### src/reflex_pkg.sv
// Constants and types for the reflex start-up and fallback control
// Behaviour
// - Power-up or reconfigure: fallback with factory defaults
// - User fallback only after all inputs arrived; code: stop-run or swap forces it at once
// - All inputs received enters run, user fallback if erroneous
// - Input status error drives user fallback value
// - Enable treated like operational inputs
// - Missing peer module keeps all blocks factory fallback
// - Stop then run resets to user fallback
// - Mandatory module swap resets to user fallback
// - Fieldbus cable loss leaves reflex blocks running
// - Error clears after full inputs and enable seen
// - Error: ready indicator three blinks then pause
// - Errors send emergency and node error 0x80
// - Constant-true enable runs immediately at start-up
// - Constant-false enable: fallback, flash, error never clears
// - Low enable fallback sends emergency, node error
// - Island enable reading 0 starts in fallback
// - Enable sensed active: run, indicator steady on
package reflex_pkg;
   localparam int NUM_BLOCKS = 2;
   localparam int NUM_INPUTS = 3;
   // APB register byte offsets
   localparam logic [7:0] OFF_CTRL = 8'h00;
   localparam logic [7:0] OFF_ENSRC = 8'h04;
   localparam logic [7:0] OFF_FBCFG = 8'h08;
   localparam logic [7:0] OFF_STATE = 8'h0C;
   localparam logic [7:0] OFF_NODE_ERR = 8'h10;
   localparam logic [7:0] OFF_IRQ_STAT = 8'h14;
   localparam logic [7:0] OFF_IRQ_MASK = 8'h18;
   localparam logic [7:0] OFF_PRESCALE = 8'h1C;
   // Control register bit positions
   localparam int CTRL_STOP = 0;
   localparam int CTRL_RUN = 1;
   localparam int CTRL_SWAP = 2;
   // Interrupt status bit positions
   localparam int IRQ_ERR_SET = 0;
   localparam int IRQ_ERR_CLR = 1;
   localparam int IRQ_EMCY = 2;
   localparam logic [7:0] NODE_ERR_REFLEX = 8'h80;
   localparam logic [7:0] NODE_ERR_NONE = 8'h00;
   localparam logic [15:0] PRESCALE_RESET = 16'h0FFF;
   localparam logic [2:0] BLINK_COUNT = 3'h3;
   localparam logic [3:0] PAUSE_TICKS = 4'h8;
   localparam logic [31:0] ZERO_WORD = 32'h0000_0000;
   // Enable source encodings
   typedef enum logic [1:0]
   {
      ENSRC_ALWAYS = 2'h0,
      ENSRC_NEVER = 2'h1,
      ENSRC_INPUT = 2'h2
   } en_src_t;
   typedef enum logic [2:0]
   {
      ST_FACTORY_FB = 3'b001,
      ST_RUN = 3'b010,
      ST_USER_FB = 3'b100
   } blk_state_t;
endpackage : reflex_pkg

### src/reflex_startup_fallback_control.sv
// Start-up, fallback and indicator control for reflex blocks
`timescale 1ns/1ps
module reflex_startup_fallback_control
(
   // Clock and reset
   input wire logic pclk,
   input wire logic presetn,
   // APB slave
   input wire logic psel,
   input wire logic penable,
   input wire logic pwrite,
   input wire logic [7:0] paddr,
   input wire logic [31:0] pwdata,
   output logic [31:0] prdata,
   output logic pready,
   output logic pslverr,
   // Island bus input status, per block and input
   input wire logic [reflex_pkg::NUM_BLOCKS*reflex_pkg::NUM_INPUTS-1:0] in_received,
   input wire logic [reflex_pkg::NUM_BLOCKS*reflex_pkg::NUM_INPUTS-1:0] in_status_err,
   input wire logic [reflex_pkg::NUM_BLOCKS-1:0] enable_in,
   input wire logic peer_all_present,
   input wire logic mandatory_module_swap,
   input wire logic fieldbus_link_up,
   // Per-block results from the reflex operations
   input wire logic [reflex_pkg::NUM_BLOCKS-1:0] op_value,
   // Outputs
   output logic [reflex_pkg::NUM_BLOCKS-1:0] chan_out,
   output logic [reflex_pkg::NUM_BLOCKS-1:0] chan_fallback,
   output logic ready_led,
   output logic emcy_pulse,
   output logic irq
);
   import reflex_pkg::*;

   localparam int NB = NUM_BLOCKS;
   localparam int NI = NUM_INPUTS;

   // Registers
   logic [2*NB-1:0] en_src;
   logic [2*NB-1:0] fb_cfg;
   logic [15:0] prescale;
   logic [2:0] irq_stat;
   logic [2:0] irq_mask;
   logic [7:0] node_err;
   logic stop_seen;
   blk_state_t st [NB];
   logic [NB-1:0] en_seen;
   logic [NB-1:0] blk_err;
   logic any_err_q;
   logic [15:0] pre_cnt;
   logic tick;
   logic [2:0] blink_num;
   logic blink_phase;
   logic [3:0] pause_cnt;

   logic wr_en;
   logic rd_en;
   logic restart_user;
   logic [NB-1:0] all_in;
   logic [NB-1:0] any_serr;
   logic [NB-1:0] en_eff;
   logic [NB-1:0] fb_cond;
   logic any_err;
   logic hold_err;
   logic [31:0] next_prdata;

   function automatic logic en_value(input logic [1:0] src, input logic pin);
      unique case (src)
         ENSRC_ALWAYS: en_value = 1'b1;
         ENSRC_INPUT: en_value = pin;
         default: en_value = 1'b0;
      endcase
   endfunction : en_value

   assign wr_en = psel && penable && pwrite;
   assign rd_en = psel && !penable && !pwrite;

   // Stop followed by run, or mandatory module swap, restarts in user fallback
   assign restart_user = (wr_en && paddr == OFF_CTRL && pwdata[CTRL_RUN] && stop_seen)
                         || mandatory_module_swap
                         || (wr_en && paddr == OFF_CTRL && pwdata[CTRL_SWAP]);

   always_comb
   begin
      for (int b = 0; b < NB; b++)
      begin
         all_in[b] = &in_received[b*NI +: NI] && peer_all_present;
         any_serr[b] = |in_status_err[b*NI +: NI];
         en_eff[b] = en_value(en_src[2*b +: 2], enable_in[b]);
         fb_cond[b] = any_serr[b] || !en_eff[b];
      end
   end

   // Fieldbus link deliberately not consulted: reflex runs on peer data only
   always_ff @(posedge pclk or negedge presetn)
   begin
      if (!presetn)
      begin
         for (int b = 0; b < NB; b++)
         begin
            st[b] <= ST_FACTORY_FB;
         end
      end
      else
      begin
         for (int b = 0; b < NB; b++)
         begin
            if (restart_user)
            begin
               st[b] <= ST_USER_FB;
            end
            else
            begin
               unique case (st[b])
                  ST_FACTORY_FB:
                  begin
                     if (&all_in)
                     begin
                        st[b] <= fb_cond[b] ? ST_USER_FB : ST_RUN;
                     end
                  end
                  ST_RUN:
                  begin
                     if (fb_cond[b] || !all_in[b])
                     begin
                        st[b] <= ST_USER_FB;
                     end
                  end
                  ST_USER_FB:
                  begin
                     if (all_in[b] && !fb_cond[b])
                     begin
                        st[b] <= ST_RUN;
                     end
                  end
                  default: st[b] <= ST_FACTORY_FB;
               endcase
            end
         end
      end
   end

   // Error clears only after clean data and enable seen while data present
   always_ff @(posedge pclk or negedge presetn)
   begin
      if (!presetn)
      begin
         en_seen <= '0;
         blk_err <= '1;
      end
      else
      begin
         for (int b = 0; b < NB; b++)
         begin
            if (restart_user || !all_in[b] || any_serr[b] || en_src[2*b +: 2] == ENSRC_NEVER)
            begin
               en_seen[b] <= 1'b0;
               blk_err[b] <= 1'b1;
            end
            else if (en_eff[b] || en_seen[b])
            begin
               en_seen[b] <= 1'b1;
               blk_err[b] <= 1'b0;
            end
            else
            begin
               blk_err[b] <= 1'b1;
            end
         end
      end
   end

   assign any_err = |blk_err || st[0] != ST_RUN || st[NB-1] != ST_RUN;

   // Low enable keeps the error reported even after the block has run once
   assign hold_err = |blk_err || |(~en_eff);

   // Channel outputs: factory fallback is off, user fallback from config
   always_ff @(posedge pclk or negedge presetn)
   begin
      if (!presetn)
      begin
         chan_out <= '0;
         chan_fallback <= '1;
      end
      else
      begin
         for (int b = 0; b < NB; b++)
         begin
            unique case (st[b])
               ST_RUN:
               begin
                  chan_out[b] <= op_value[b];
                  chan_fallback[b] <= 1'b0;
               end
               ST_USER_FB:
               begin
                  chan_out[b] <= fb_cfg[2*b] ? fb_cfg[2*b+1] : chan_out[b];
                  chan_fallback[b] <= 1'b1;
               end
               default:
               begin
                  chan_out[b] <= 1'b0;
                  chan_fallback[b] <= 1'b1;
               end
            endcase
         end
      end
   end

   // Prescaled tick for blink timing
   always_ff @(posedge pclk or negedge presetn)
   begin
      if (!presetn)
      begin
         pre_cnt <= '0;
         tick <= 1'b0;
      end
      else if (pre_cnt >= prescale)
      begin
         pre_cnt <= '0;
         tick <= 1'b1;
      end
      else
      begin
         pre_cnt <= pre_cnt + 16'h0001;
         tick <= 1'b0;
      end
   end

   // Three blinks then a pause, else steady on
   always_ff @(posedge pclk or negedge presetn)
   begin
      if (!presetn)
      begin
         blink_num <= '0;
         blink_phase <= 1'b0;
         pause_cnt <= '0;
         ready_led <= 1'b0;
      end
      else if (!any_err)
      begin
         blink_num <= '0;
         blink_phase <= 1'b0;
         pause_cnt <= '0;
         ready_led <= 1'b1;
      end
      else if (tick)
      begin
         if (blink_num < BLINK_COUNT)
         begin
            blink_phase <= !blink_phase;
            ready_led <= !blink_phase;
            if (blink_phase)
            begin
               blink_num <= blink_num + 3'h1;
            end
         end
         else
         begin
            // Wrap on the last pause tick so a period is exactly 14 ticks
            ready_led <= 1'b0;
            if (pause_cnt == PAUSE_TICKS - 4'h1)
            begin
               blink_num <= '0;
               pause_cnt <= '0;
            end
            else
            begin
               pause_cnt <= pause_cnt + 4'h1;
            end
         end
      end
   end

   // Node error register and emergency event on error entry
   always_ff @(posedge pclk or negedge presetn)
   begin
      if (!presetn)
      begin
         any_err_q <= 1'b0;
         emcy_pulse <= 1'b0;
         node_err <= NODE_ERR_NONE;
      end
      else
      begin
         any_err_q <= hold_err;
         emcy_pulse <= hold_err && !any_err_q;
         node_err <= hold_err ? NODE_ERR_REFLEX : NODE_ERR_NONE;
      end
   end

   // Configuration registers; stop sets a flag that the next run consumes
   always_ff @(posedge pclk or negedge presetn)
   begin
      if (!presetn)
      begin
         en_src <= '0;
         fb_cfg <= '0;
         prescale <= PRESCALE_RESET;
         irq_mask <= '0;
         stop_seen <= 1'b0;
      end
      else if (wr_en)
      begin
         unique case (paddr)
            OFF_CTRL:
            begin
               if (pwdata[CTRL_STOP])
               begin
                  stop_seen <= 1'b1;
               end
               else if (pwdata[CTRL_RUN])
               begin
                  stop_seen <= 1'b0;
               end
            end
            OFF_ENSRC: en_src <= pwdata[2*NB-1:0];
            OFF_FBCFG: fb_cfg <= pwdata[2*NB-1:0];
            OFF_PRESCALE: prescale <= pwdata[15:0];
            OFF_IRQ_MASK: irq_mask <= pwdata[2:0];
            default:
            begin
            end
         endcase
      end
   end

   // Sticky events, write one to clear; a new event wins over the clear
   always_ff @(posedge pclk or negedge presetn)
   begin
      if (!presetn)
      begin
         irq_stat <= '0;
         irq <= 1'b0;
      end
      else
      begin
         for (int i = 0; i < 3; i++)
         begin
            logic ev;
            ev = 1'b0;
            unique case (i)
               IRQ_ERR_SET: ev = hold_err && !any_err_q;
               IRQ_ERR_CLR: ev = !hold_err && any_err_q;
               default: ev = hold_err && !any_err_q;
            endcase
            if (ev)
            begin
               irq_stat[i] <= 1'b1;
            end
            else if (wr_en && paddr == OFF_IRQ_STAT && pwdata[i])
            begin
               irq_stat[i] <= 1'b0;
            end
         end
         irq <= |(irq_stat & irq_mask);
      end
   end

   always_comb
   begin
      next_prdata = ZERO_WORD;
      unique case (paddr)
         OFF_CTRL: next_prdata[0] = stop_seen;
         OFF_ENSRC: next_prdata[2*NB-1:0] = en_src;
         OFF_FBCFG: next_prdata[2*NB-1:0] = fb_cfg;
         OFF_STATE:
         begin
            next_prdata[NB-1:0] = blk_err;
            next_prdata[8 +: NB] = chan_fallback;
            next_prdata[16] = fieldbus_link_up;
         end
         OFF_NODE_ERR: next_prdata[7:0] = node_err;
         OFF_IRQ_STAT: next_prdata[2:0] = irq_stat;
         OFF_IRQ_MASK: next_prdata[2:0] = irq_mask;
         OFF_PRESCALE: next_prdata[15:0] = prescale;
         default: next_prdata = ZERO_WORD;
      endcase
   end

   // Read data latched in setup, answer in first access cycle
   always_ff @(posedge pclk or negedge presetn)
   begin
      if (!presetn)
      begin
         prdata <= ZERO_WORD;
         pready <= 1'b0;
         pslverr <= 1'b0;
      end
      else
      begin
         if (rd_en)
         begin
            prdata <= next_prdata;
         end
         pready <= psel && !penable;
         pslverr <= psel && !penable && paddr > OFF_PRESCALE;
      end
   end
endmodule : reflex_startup_fallback_control

### config.mk
export PLATFORM = sky130hd
export DESIGN_NAME = reflex_startup_fallback_control
export DESIGN_NICKNAME = d
export VERILOG_FILES = /design/src/reflex_pkg.sv /design/src/reflex_startup_fallback_control.sv
export SDC_FILE = /design/constraint.sdc
export NUM_CORES = 1
export LEC_CHECK = 0
export BUFFER_PORTS_ARGS = -buffer_cell sky130_fd_sc_hd__buf_2
export CAP_MARGIN = 20
export CORE_UTILIZATION = 40
export CTS_CLUSTER_DIAMETER = 60
export DETAILED_ROUTE_END_ITERATION = 8
export HOLD_SLACK_MARGIN = 0.15
export REMOVE_ABC_BUFFERS = 1
export SLEW_MARGIN = 5
export SYNTH_ARGS = -nofsm -noshare
export SYNTH_HDL_FRONTEND = slang
export SYNTH_SLANG_ARGS = --single-unit
### constraint.sdc
create_clock -name pclk -period 2.37 [get_ports pclk]
set_clock_uncertainty 0.15 [all_clocks]
set_input_delay 0.1185 -clock pclk [delete_from_list [all_inputs] [get_ports pclk]]
set_output_delay 0.1185 -clock pclk [all_outputs]
set_load 0.005 [all_outputs]
[After elaboration in Yosys (flattened, before gate mapping)]
Cells that the tools add are included.
Storage, ports and cells
  word-level logic and storage cells: 206
  input port bits: 64
  flip-flop bits (word level): 101
Operators by class
  reduce and logical (&&, ||, !) cells: 74
  mux-type cells: 62
  add/subtract/negate cells: 3
  bitwise gates (word level): 2
  equality and inequality tests: 33
  $lt $le $gt $ge: 3
Operators with widths (number)
  $mux 3: 15
  $eq 8x5->1 const B: 4
  $mux 1: 28
  $ne 3x3->1 const B: 7
  $logic_and 1x1->1: 19
  $pmux 3 s3: 2
  $reduce_and 3->1: 6
  $logic_or 1x1->1: 17
  $add 16x1->16 const B: 1
  $eq 8x4->1 const B: 2
  $ge 16x16->1: 1
  $mux 16: 1
  $mux 4: 4
  $reduce_and 2->1: 7
  $reduce_bool 2->1: 6
  $logic_not 1->1: 11
  $reduce_or 3->1: 3
  $eq 8x3->1 const B: 1
  $gt 8x5->1 const B: 1
  $logic_not 8->1: 1
  $mux 8: 1
  $ne 2x2->1 const B: 4
  $pmux 1 s2: 4
  $pmux 1 s8: 1
  22 further kinds: 30

[Depth between registers and ports, before layout]
Gate-level depths: netlist of the first run.
  depth after elaboration: 11
  mapped depth: 8
  mapped depth without buffers: 7

[Worst setup path after synthesis of the first run]
Ideal clock, no wire load.
  path type: reg-to-reg
  start: reg prescale[0]
  end: reg pre_cnt[10]
  stages on the path, launching flop included: 8
  data required time: 2.134 ns
  arrival: 1.948 ns
  slack: 0.186 ns
  period minus slack after synthesis: 2.184 ns
  cell sequence: dfstp_2 ha_1 nand2b_1 a2111oi_2 o31ai_1 a41o_1 buf_2 nor3_1
On the way
  word-level cells in the longest chain between the ends: 2
RTL lines
  from (decl): RTL line reflex_startup_fallback_control.sv:41  | logic [15:0] prescale;
  from (signal assigned): RTL line reflex_startup_fallback_control.sv:320  | OFF_PRESCALE: prescale <= pwdata[15:0];
  $ge 16x16->1: RTL line reflex_startup_fallback_control.sv:219  | else if (pre_cnt >= prescale)
  $mux 16: RTL line reflex_startup_fallback_control.sv:219
  to (signal assigned): RTL line reflex_startup_fallback_control.sv:226  | pre_cnt <= pre_cnt + 16'h0001;
  to (decl): RTL line reflex_startup_fallback_control.sv:50  | logic [15:0] pre_cnt;
Every way passes these cells.
A chain may end at the register's enable or synchronous reset.

[Worst setup path in the final report of the first run]
  start: in paddr[1]
  end: reg stop_seen
On the way
  word-level cells in the longest chain between the ends: 2
RTL lines
  from (decl): RTL line reflex_startup_fallback_control.sv:12  | input wire logic [7:0] paddr,
  $logic_not 8->1: RTL line reflex_startup_fallback_control.sv:306  | unique case (paddr)
  $reduce_and 3->1 (no line)
  to (signal assigned): RTL line reflex_startup_fallback_control.sv:302  | stop_seen <= 1'b0;
  to (signal assigned): RTL line reflex_startup_fallback_control.sv:311  | stop_seen <= 1'b1;
  to (signal assigned): RTL line reflex_startup_fallback_control.sv:315  | stop_seen <= 1'b0;
  to (decl): RTL line reflex_startup_fallback_control.sv:45  | logic stop_seen;
Every way passes these cells.

==> flow_summary.json, run 1 <==
{
  "yosysWarnings": 0,
  "clkSinkCount": 93,
  "post-route-drc-count": 0,
  "grt_overflow": 0,
  "first_pass_iters": 5,
  "yosys-mux-area-fraction_pct": 9.02,
  "finalCriticalPeriod_ns": 2.30,
  "drt-vias-per-instance": 5.24,
  "ys_async_sr_fraction_pct": 100,
  "wl_mm": 10.8,
  "critical_path_class": "in -> reg",
  "holdCritPathClass": "in -> async",
  "cts-htree-levels": 3,
  "syn_area_per_cell_um2": 11.0,
  "final-hold-violation-count": 0,
  "ant_nets": 0,
  "finalCritPeriodShare_pct": 97.2,
  "initial_core_util_pct": 41.1,
  "rsz0062_at_grt": "true",
  "status": "completed",
  "drt_iter0_markers": 157,
  "cp_max_fo": 5,
  "layout.nets": 639,
  "avgRoutedWirePerCell_um": 15.4,
  "grt_antenna_before_repair": 0,
  "antenna_cells": 0,
  "synth_top_family_by_area": "simple AND/OR/NAND/NOR gates",
  "synth_enable_flop_cells": 0,
  "first_global_vias": 3758,
  "grt_first_pass_wirelength_mm": 18.6,
  "ir_worst_vdd_mv": 0.464,
  "worstSkewPairLatency_ns": 0.35,
  "synth.area.top_cells": "dfrtp_1 (40%), dfstp_2 (10%), ha_1 (5.0%)",
  "globalRouteTotalUtil_pct": 19.1,
  "dieArea_um2": 12200,
  "synth_compound_area_share_pct": 11.1,
  "yosys.area.top_type": "dfrtp_1",
  "end_kind": "flop",
  "synth-simple-area-share_pct": 16.5,
  "cts-buffers-inserted": 9,
  "post-place-cells": 644,
  "leakage_nw": 2.82,
  "setup_viol": 0,
  "ctsLongestPathBuffers": 2,
  "place.gp.congestion": 0.817,
  "fin_tns_setup_ns": 0,
  "path_clk_slew_ns": 0.07,
  "final_area_um2": 5990,
  "cap_viol_max_count": 0,
  "grt_max_degree": 62,
  "die_y_um": 111,
  "place_hpwl_mm": 7.79,
  "cts_setup_buffers": 0,
  "die_w_um": 111,
  "synth_top_area_share_pct": 39.8,
  "drive_above_1_share_pct": 28.2,
  "synth_common_cells": "dfrtp_1 (75), inv_1 (28), nand2_1 (27)",
  "required_ns": 2.45,
  "syn2layout_area_growth_pct": 27.1,
  "fmax_mhz": 434,
  "portBuffers": 73,
  "yosys_register_bits": 93,
  "io-pin-count": 105,
  "cts-root-buf": "clkbuf_16",
  "vias": 3687,
  "ys_seq_area_share_pct": 49.8,
  "core_um2": 11500,
  "synth_cells": 428,
  "worstPathArrival_ns": 2.38,
  "p_per_area_nw_per_um2": 653,
  "tritoncts": "built",
  "synth_xor_area_share_pct": 2.60,
  "synth_most_common_cell": "dfrtp_1",
  "slew_violations": 0,
  "ys.flop_type": "dfrtp_1",
  "mappedNetlistArea_um2": 4710,
  "ys_types": 57,
  "place_area_um2": 5250,
  "num_rows": 39,
  "cp-start-kind": "input pin",
  "synth_fa_ha_area_share_pct": 5.04,
  "fin_cells": 704
}
what timing repair did:
item                                    4_1_cts  5_1_grt
hold buffers                                 44        0
endpoints found under the hold margin       129        0
resized for setup                             0        1
endpoints found under the setup margin        0        9
cells by family (layout without fill, tap and decap cells):
family | after synthesis | in the layout
mux | 34 | 34
other cells | 1 | 15
compound gates | 72 | 72
flops | 93 | 93
fa+ha+maj | 19 | 19
simple gates | 140 | 140
buf+inv | 55 | 174
xor+xnor | 14 | 14
report_power, final:
part	switching [mW]	leakage (nW)	internal [mW]
clock network	0.597	0.148	0.822
registers	0.101	1.18	1.72
logic	0.352	1.49	0.316
total	1.05	2.82	2.86
worst max-delay path, stage by stage:
cell	delay (ns)
dlygate4sd3_1	0.55
buf_2	0.16
nor2_1	0.16
nand3_1	0.23
nor4_1	0.32
nand2_1	0.09
a22o_1	0.19
dlygate4sd3_1	0.56
layout make-up:
type | instances | area (um2)
Fill cell | 1048 | 5470
Sequential cell | 93 | 2350
Multi-Input combinational cell | 294 | 2140
Timing Repair Buffer | 130 | 918
Clock buffer | 13 | 280
Tap cell | 143 | 179
Inverter | 28 | 105
Clock inverter | 3 | 17.5
placed cells by master (no fill, tap or decap), types with 10 or more instances in the layout:
cell type	synthesis	final
inv_1	28	28
o21ai_0	11	11
nand3_1	16	16
dlygate4sd3_1	0	44
dfstp_2	18	18
a21oi_1	15	15
ha_1	19	19
dfrtp_1	75	75
buf_2	3	72
nand2_1	27	27
mux2_2	18	18
mux2_4	10	10
nor3_1	21	20
buf_4	16	13
nor2_1	24	24
conb_1	1	15
a22o_1	13	13
flip-flops by register name, indices dropped and copies added, names as in the netlist, 3 cells and up:
| name | cells |
|---|---|
| prescale | 16 |
| prdata | 17 |
| en_src | 4 |
| st | 6 |
| irq_mask | 3 |
| fb_cfg | 4 |
| blink_num | 3 |
| irq_stat | 3 |
| pause_cnt | 4 |
| pre_cnt | 16 |
worst paths after layout:
path,from,to,slack [ns],depth (start not counted)
max in group asynchronous,presetn,prescale[1]$_DFFE_PN1P_,1.22,3
setup / recovery,paddr[1],stop_seen$_DFFE_PN0P_,0.07,8
min in group pclk,pwrite,prdata[0]$_DFFE_PN0P_,0.17,3
hold reg to reg,prdata[9]$_DFFE_PN0P_,prdata[9]$_DFFE_PN0P_,0.33,2
hold / removal,presetn,pslverr$_DFF_PN0_,0.13,2
setup reg to reg,prescale[0]$_DFFE_PN1P_,pre_cnt[10]$_DFF_PN0_,0.10,7
per-layer routing:
layer | global-route usage [%] | routed length (um) | vias up | part of all wire (%)
met2 | 30.6 | 5170 | 86 | 48
met3 | 4.01 | 456 | 15 | 4.2
met5 | 0 | 0 | - | 0
met4 | 6.58 | 153 | 0 | 1.4
li1 | - | - | 1762 | -
met1 | 25.7 | 5040 | 1824 | 47
metrics by stage:
stage	hold WS [ns]	util (%)	setup slack (ns)	total power, mW
2_1_floorplan	-0.327	-	0.0895	2.21
3_3_place_gp	-0.0619	45.8	0.125	2.43
3_5_place_dp	-0.0560	45.8	0.0862	2.47
4_1_cts	0.153	52.2	0.0446	3.96
5_1_grt	0.176	52.3	-0.0560	4.12
6_report	0.129	52.3	0.0671	3.91
Note: power is estimated with default switching activity, not from simulation.
==> run 2: changes to the inputs <==
Clock period 2.37 ns to 2.9 ns, I/O delays scaled along.
==> run 2 against run 1 <==
Die area unchanged; combinational power decreased by 24%; largest power group unchanged; via count fell by 2.3%; hold slack improved by 0.0054 ns; setup slack better by 0.30 ns; sequential power is 18% lower; highest routed layer unchanged; critical endpoint is now st[0]$_DFFE_PN1P_; flip-flop and latch count stayed put; power down 20%; non-clock buffer count is 16 lower.
==> flow_summary.json, run 2 (synthesized netlist as in run 1, its figures left out) <==
{
  "status": "completed",
  "clkSinkCount": 93,
  "holdCritPathClass": "in -> reg",
  "cts_resized": 0,
  "first_global_vias": 3790,
  "cts-buffers-inserted": 9,
  "wl_met1_mm": 4.92,
  "drive_above_1_share_pct": 26.8,
  "top_layer": "met4",
  "pwr-share-comb_pct": 16.2,
  "crit-reg2reg-launch": "pre_cnt[0]$_DFF_PN0_",
  "cts-root-buf": "clkbuf_16",
  "die_w_um": 111,
  "largestRegisters": "prdata: 17 flops, pre_cnt: 16 flops, prescale: 16 flops",
  "final_area_um2": 5850,
  "worstSkewPairLatency_ns": 0.35,
  "layout.nets": 623,
  "cp-start-kind": "input pin",
  "largest-register": "prdata",
  "rsz0062_at_grt": "false",
  "globalRouteTotalUtil_pct": 19.0,
  "first_pass_iters": 4,
  "final-hold-violation-count": 0,
  "p_per_area_nw_per_um2": 538,
  "cts-htree-levels": 3,
  "core_um2": 11500,
  "slew_violations": 0,
  "critical_path.max_stage_delay_ns": 0.63,
  "end_kind": "flop",
  "avgRoutedWirePerCell_um": 15.5,
  "io-pin-count": 105,
  "fillers": 1036,
  "drt-vias-per-instance": 5.24,
  "cts_setup_buffers": 0,
  "worstMarginPinSlew_ns": 0.782,
  "finalCritPeriodShare_pct": 87.2,
  "crit_chain": "dlygate4sd3_1 -> buf_2 -> nor3_1 -> buf_4 -> nand3_1 -> nor4b_1 -> nor4_1 -> dlygate4sd3_1",
  "critical_path_class": "in -> reg",
  "final_cell_mix": "dfrtp_1 (75), buf_2 (72), dlygate4sd3_1 (38), inv_1 (28), nand2_1 (27)",
  "antenna_cells": 0,
  "switchingPower_mw": 0.843,
  "drt_iter0_markers": 117,
  "holdCritStartpoint": "paddr[4]",
  "initial_core_util_pct": 41.1,
  "path_clk_slew_ns": 0.07,
  "syn2layout_area_growth_pct": 24.0,
  "wl_met2_mm": 5.04,
  "grt_max_degree": 62,
  "power.clock.fraction_pct": 36.1,
  "ctsLongestPathBuffers": 2,
  "switching_share_pct": 26.8,
  "fmax_mhz": 395,
  "final_common_cell": "dfrtp_1",
  "post-route-drc-count": 0,
  "worstPathArrival_ns": 2.66,
  "fin_cells": 688,
  "wl_met3_um": 500,
  "leakage_nw": 2.75,
  "fin_tns_setup_ns": 0,
  "max_slew_margin_pct": 47.9,
  "grt_antenna_before_repair": 0,
  "wl_mm": 10.7,
  "tritoncts": "built",
  "portBuffers": 73,
  "grt_overflow": 0,
  "dieArea_um2": 12200,
  "cpMaxStageDelayCell": "nor4b_1",
  "post-place-cells": 634,
  "r2r_setup_slack_ns": 0.46,
  "place_area_um2": 5180,
  "crit_start": "paddr[6]",
  "setup_viol": 0,
  "vias": 3602,
  "die_y_um": 111,
  "path_common_cell": "dlygate4sd3_1",
  "largest_reg_flops": 17,
  "ant_nets": 0,
  "cap_viol_max_count": 0,
  "finalCriticalPeriod_ns": 2.53,
  "place_hpwl_mm": 7.47,
  "grt_first_pass_wirelength_mm": 18.5,
  "p_seq_share_pct": 47.6,
  "num_rows": 39,
  "required_ns": 3.03,
  "cp_max_fo": 5,
  "internal_power_mw": 2.30,
  "place.gp.congestion": 0.858,
  "ir_worst_vdd_mv": 0.445
}
## run 2: path summary, 6_finish.rpt
path,end,cells after the start
worst max register to register,pre_cnt[4]$_DFF_PN0_,8
min in group asynchronous,blink_num[1]$_DFFE_PN0P_,2
worst min register to register,prdata[16]$_DFFE_PN0P_,2
worst max-delay path,st[0]$_DFFE_PN1P_,8
max in group asynchronous,st[0]$_DFFE_PN1P_,3
worst min-delay path,prdata[7]$_DFFE_PN0P_,3
## run 2: metal layers
| metal | vias to the layer above | track usage, % |
|---|---|---|
| li1 | 1732 | - |
| met1 | 1759 | 24.6 |
| met2 | 92 | 30.5 |
| met3 | 19 | 5.27 |
| met4 | 0 | 7.11 |
| met5 | - | 0 |
## run 2: metrics by stage
step	setup slack, ns	utilization, %	total power, mW	hold slack [ns]
after global placement	0.493	45.1	1.97	0.129
after floorplan	0.619	-	1.80	-0.301
final	0.370	51.0	3.14	0.134
after detailed placement	0.484	45.1	2.00	0.129
after CTS	0.394	51.0	3.18	0.155
after global routing	0.200	51.0	3.31	0.166
## run 2: cell type report
type	count	area [um2]	area share [%]
Clock inverter	3	18.8	0.321
Inverter	28	105	1.80
Tap cell	143	179	3.06
Timing Repair Buffer	114	783	13.4
Clock buffer	13	270	4.62
Sequential cell	93	2350	40.2
Multi-Input combinational cell	294	2140	36.6
## run 2: critical path: cells and delay by family
kind / cells / cell delay (ns)
AND/OR/NAND/NOR: 4 / 1.10
buffers and inverters: 4 / 1.40
## run 2: repair_timing
action,in CTS,in global routing
endpoints found under the setup margin,0,0
hold buffers,38,0
endpoints found under the hold margin,97,0
## run 2: power groups by stage
stage | registers, mW | clock network, mW | logic [mW]
3_5_place_dp | 1.52 | 0 | 0.476
6_report | 1.50 | 1.14 | 0.510
4_1_cts | 1.50 | 1.16 | 0.517
5_1_grt | 1.51 | 1.22 | 0.581
3_3_place_gp | 1.51 | 0 | 0.460
2_1_floorplan | 1.50 | 0 | 0.305
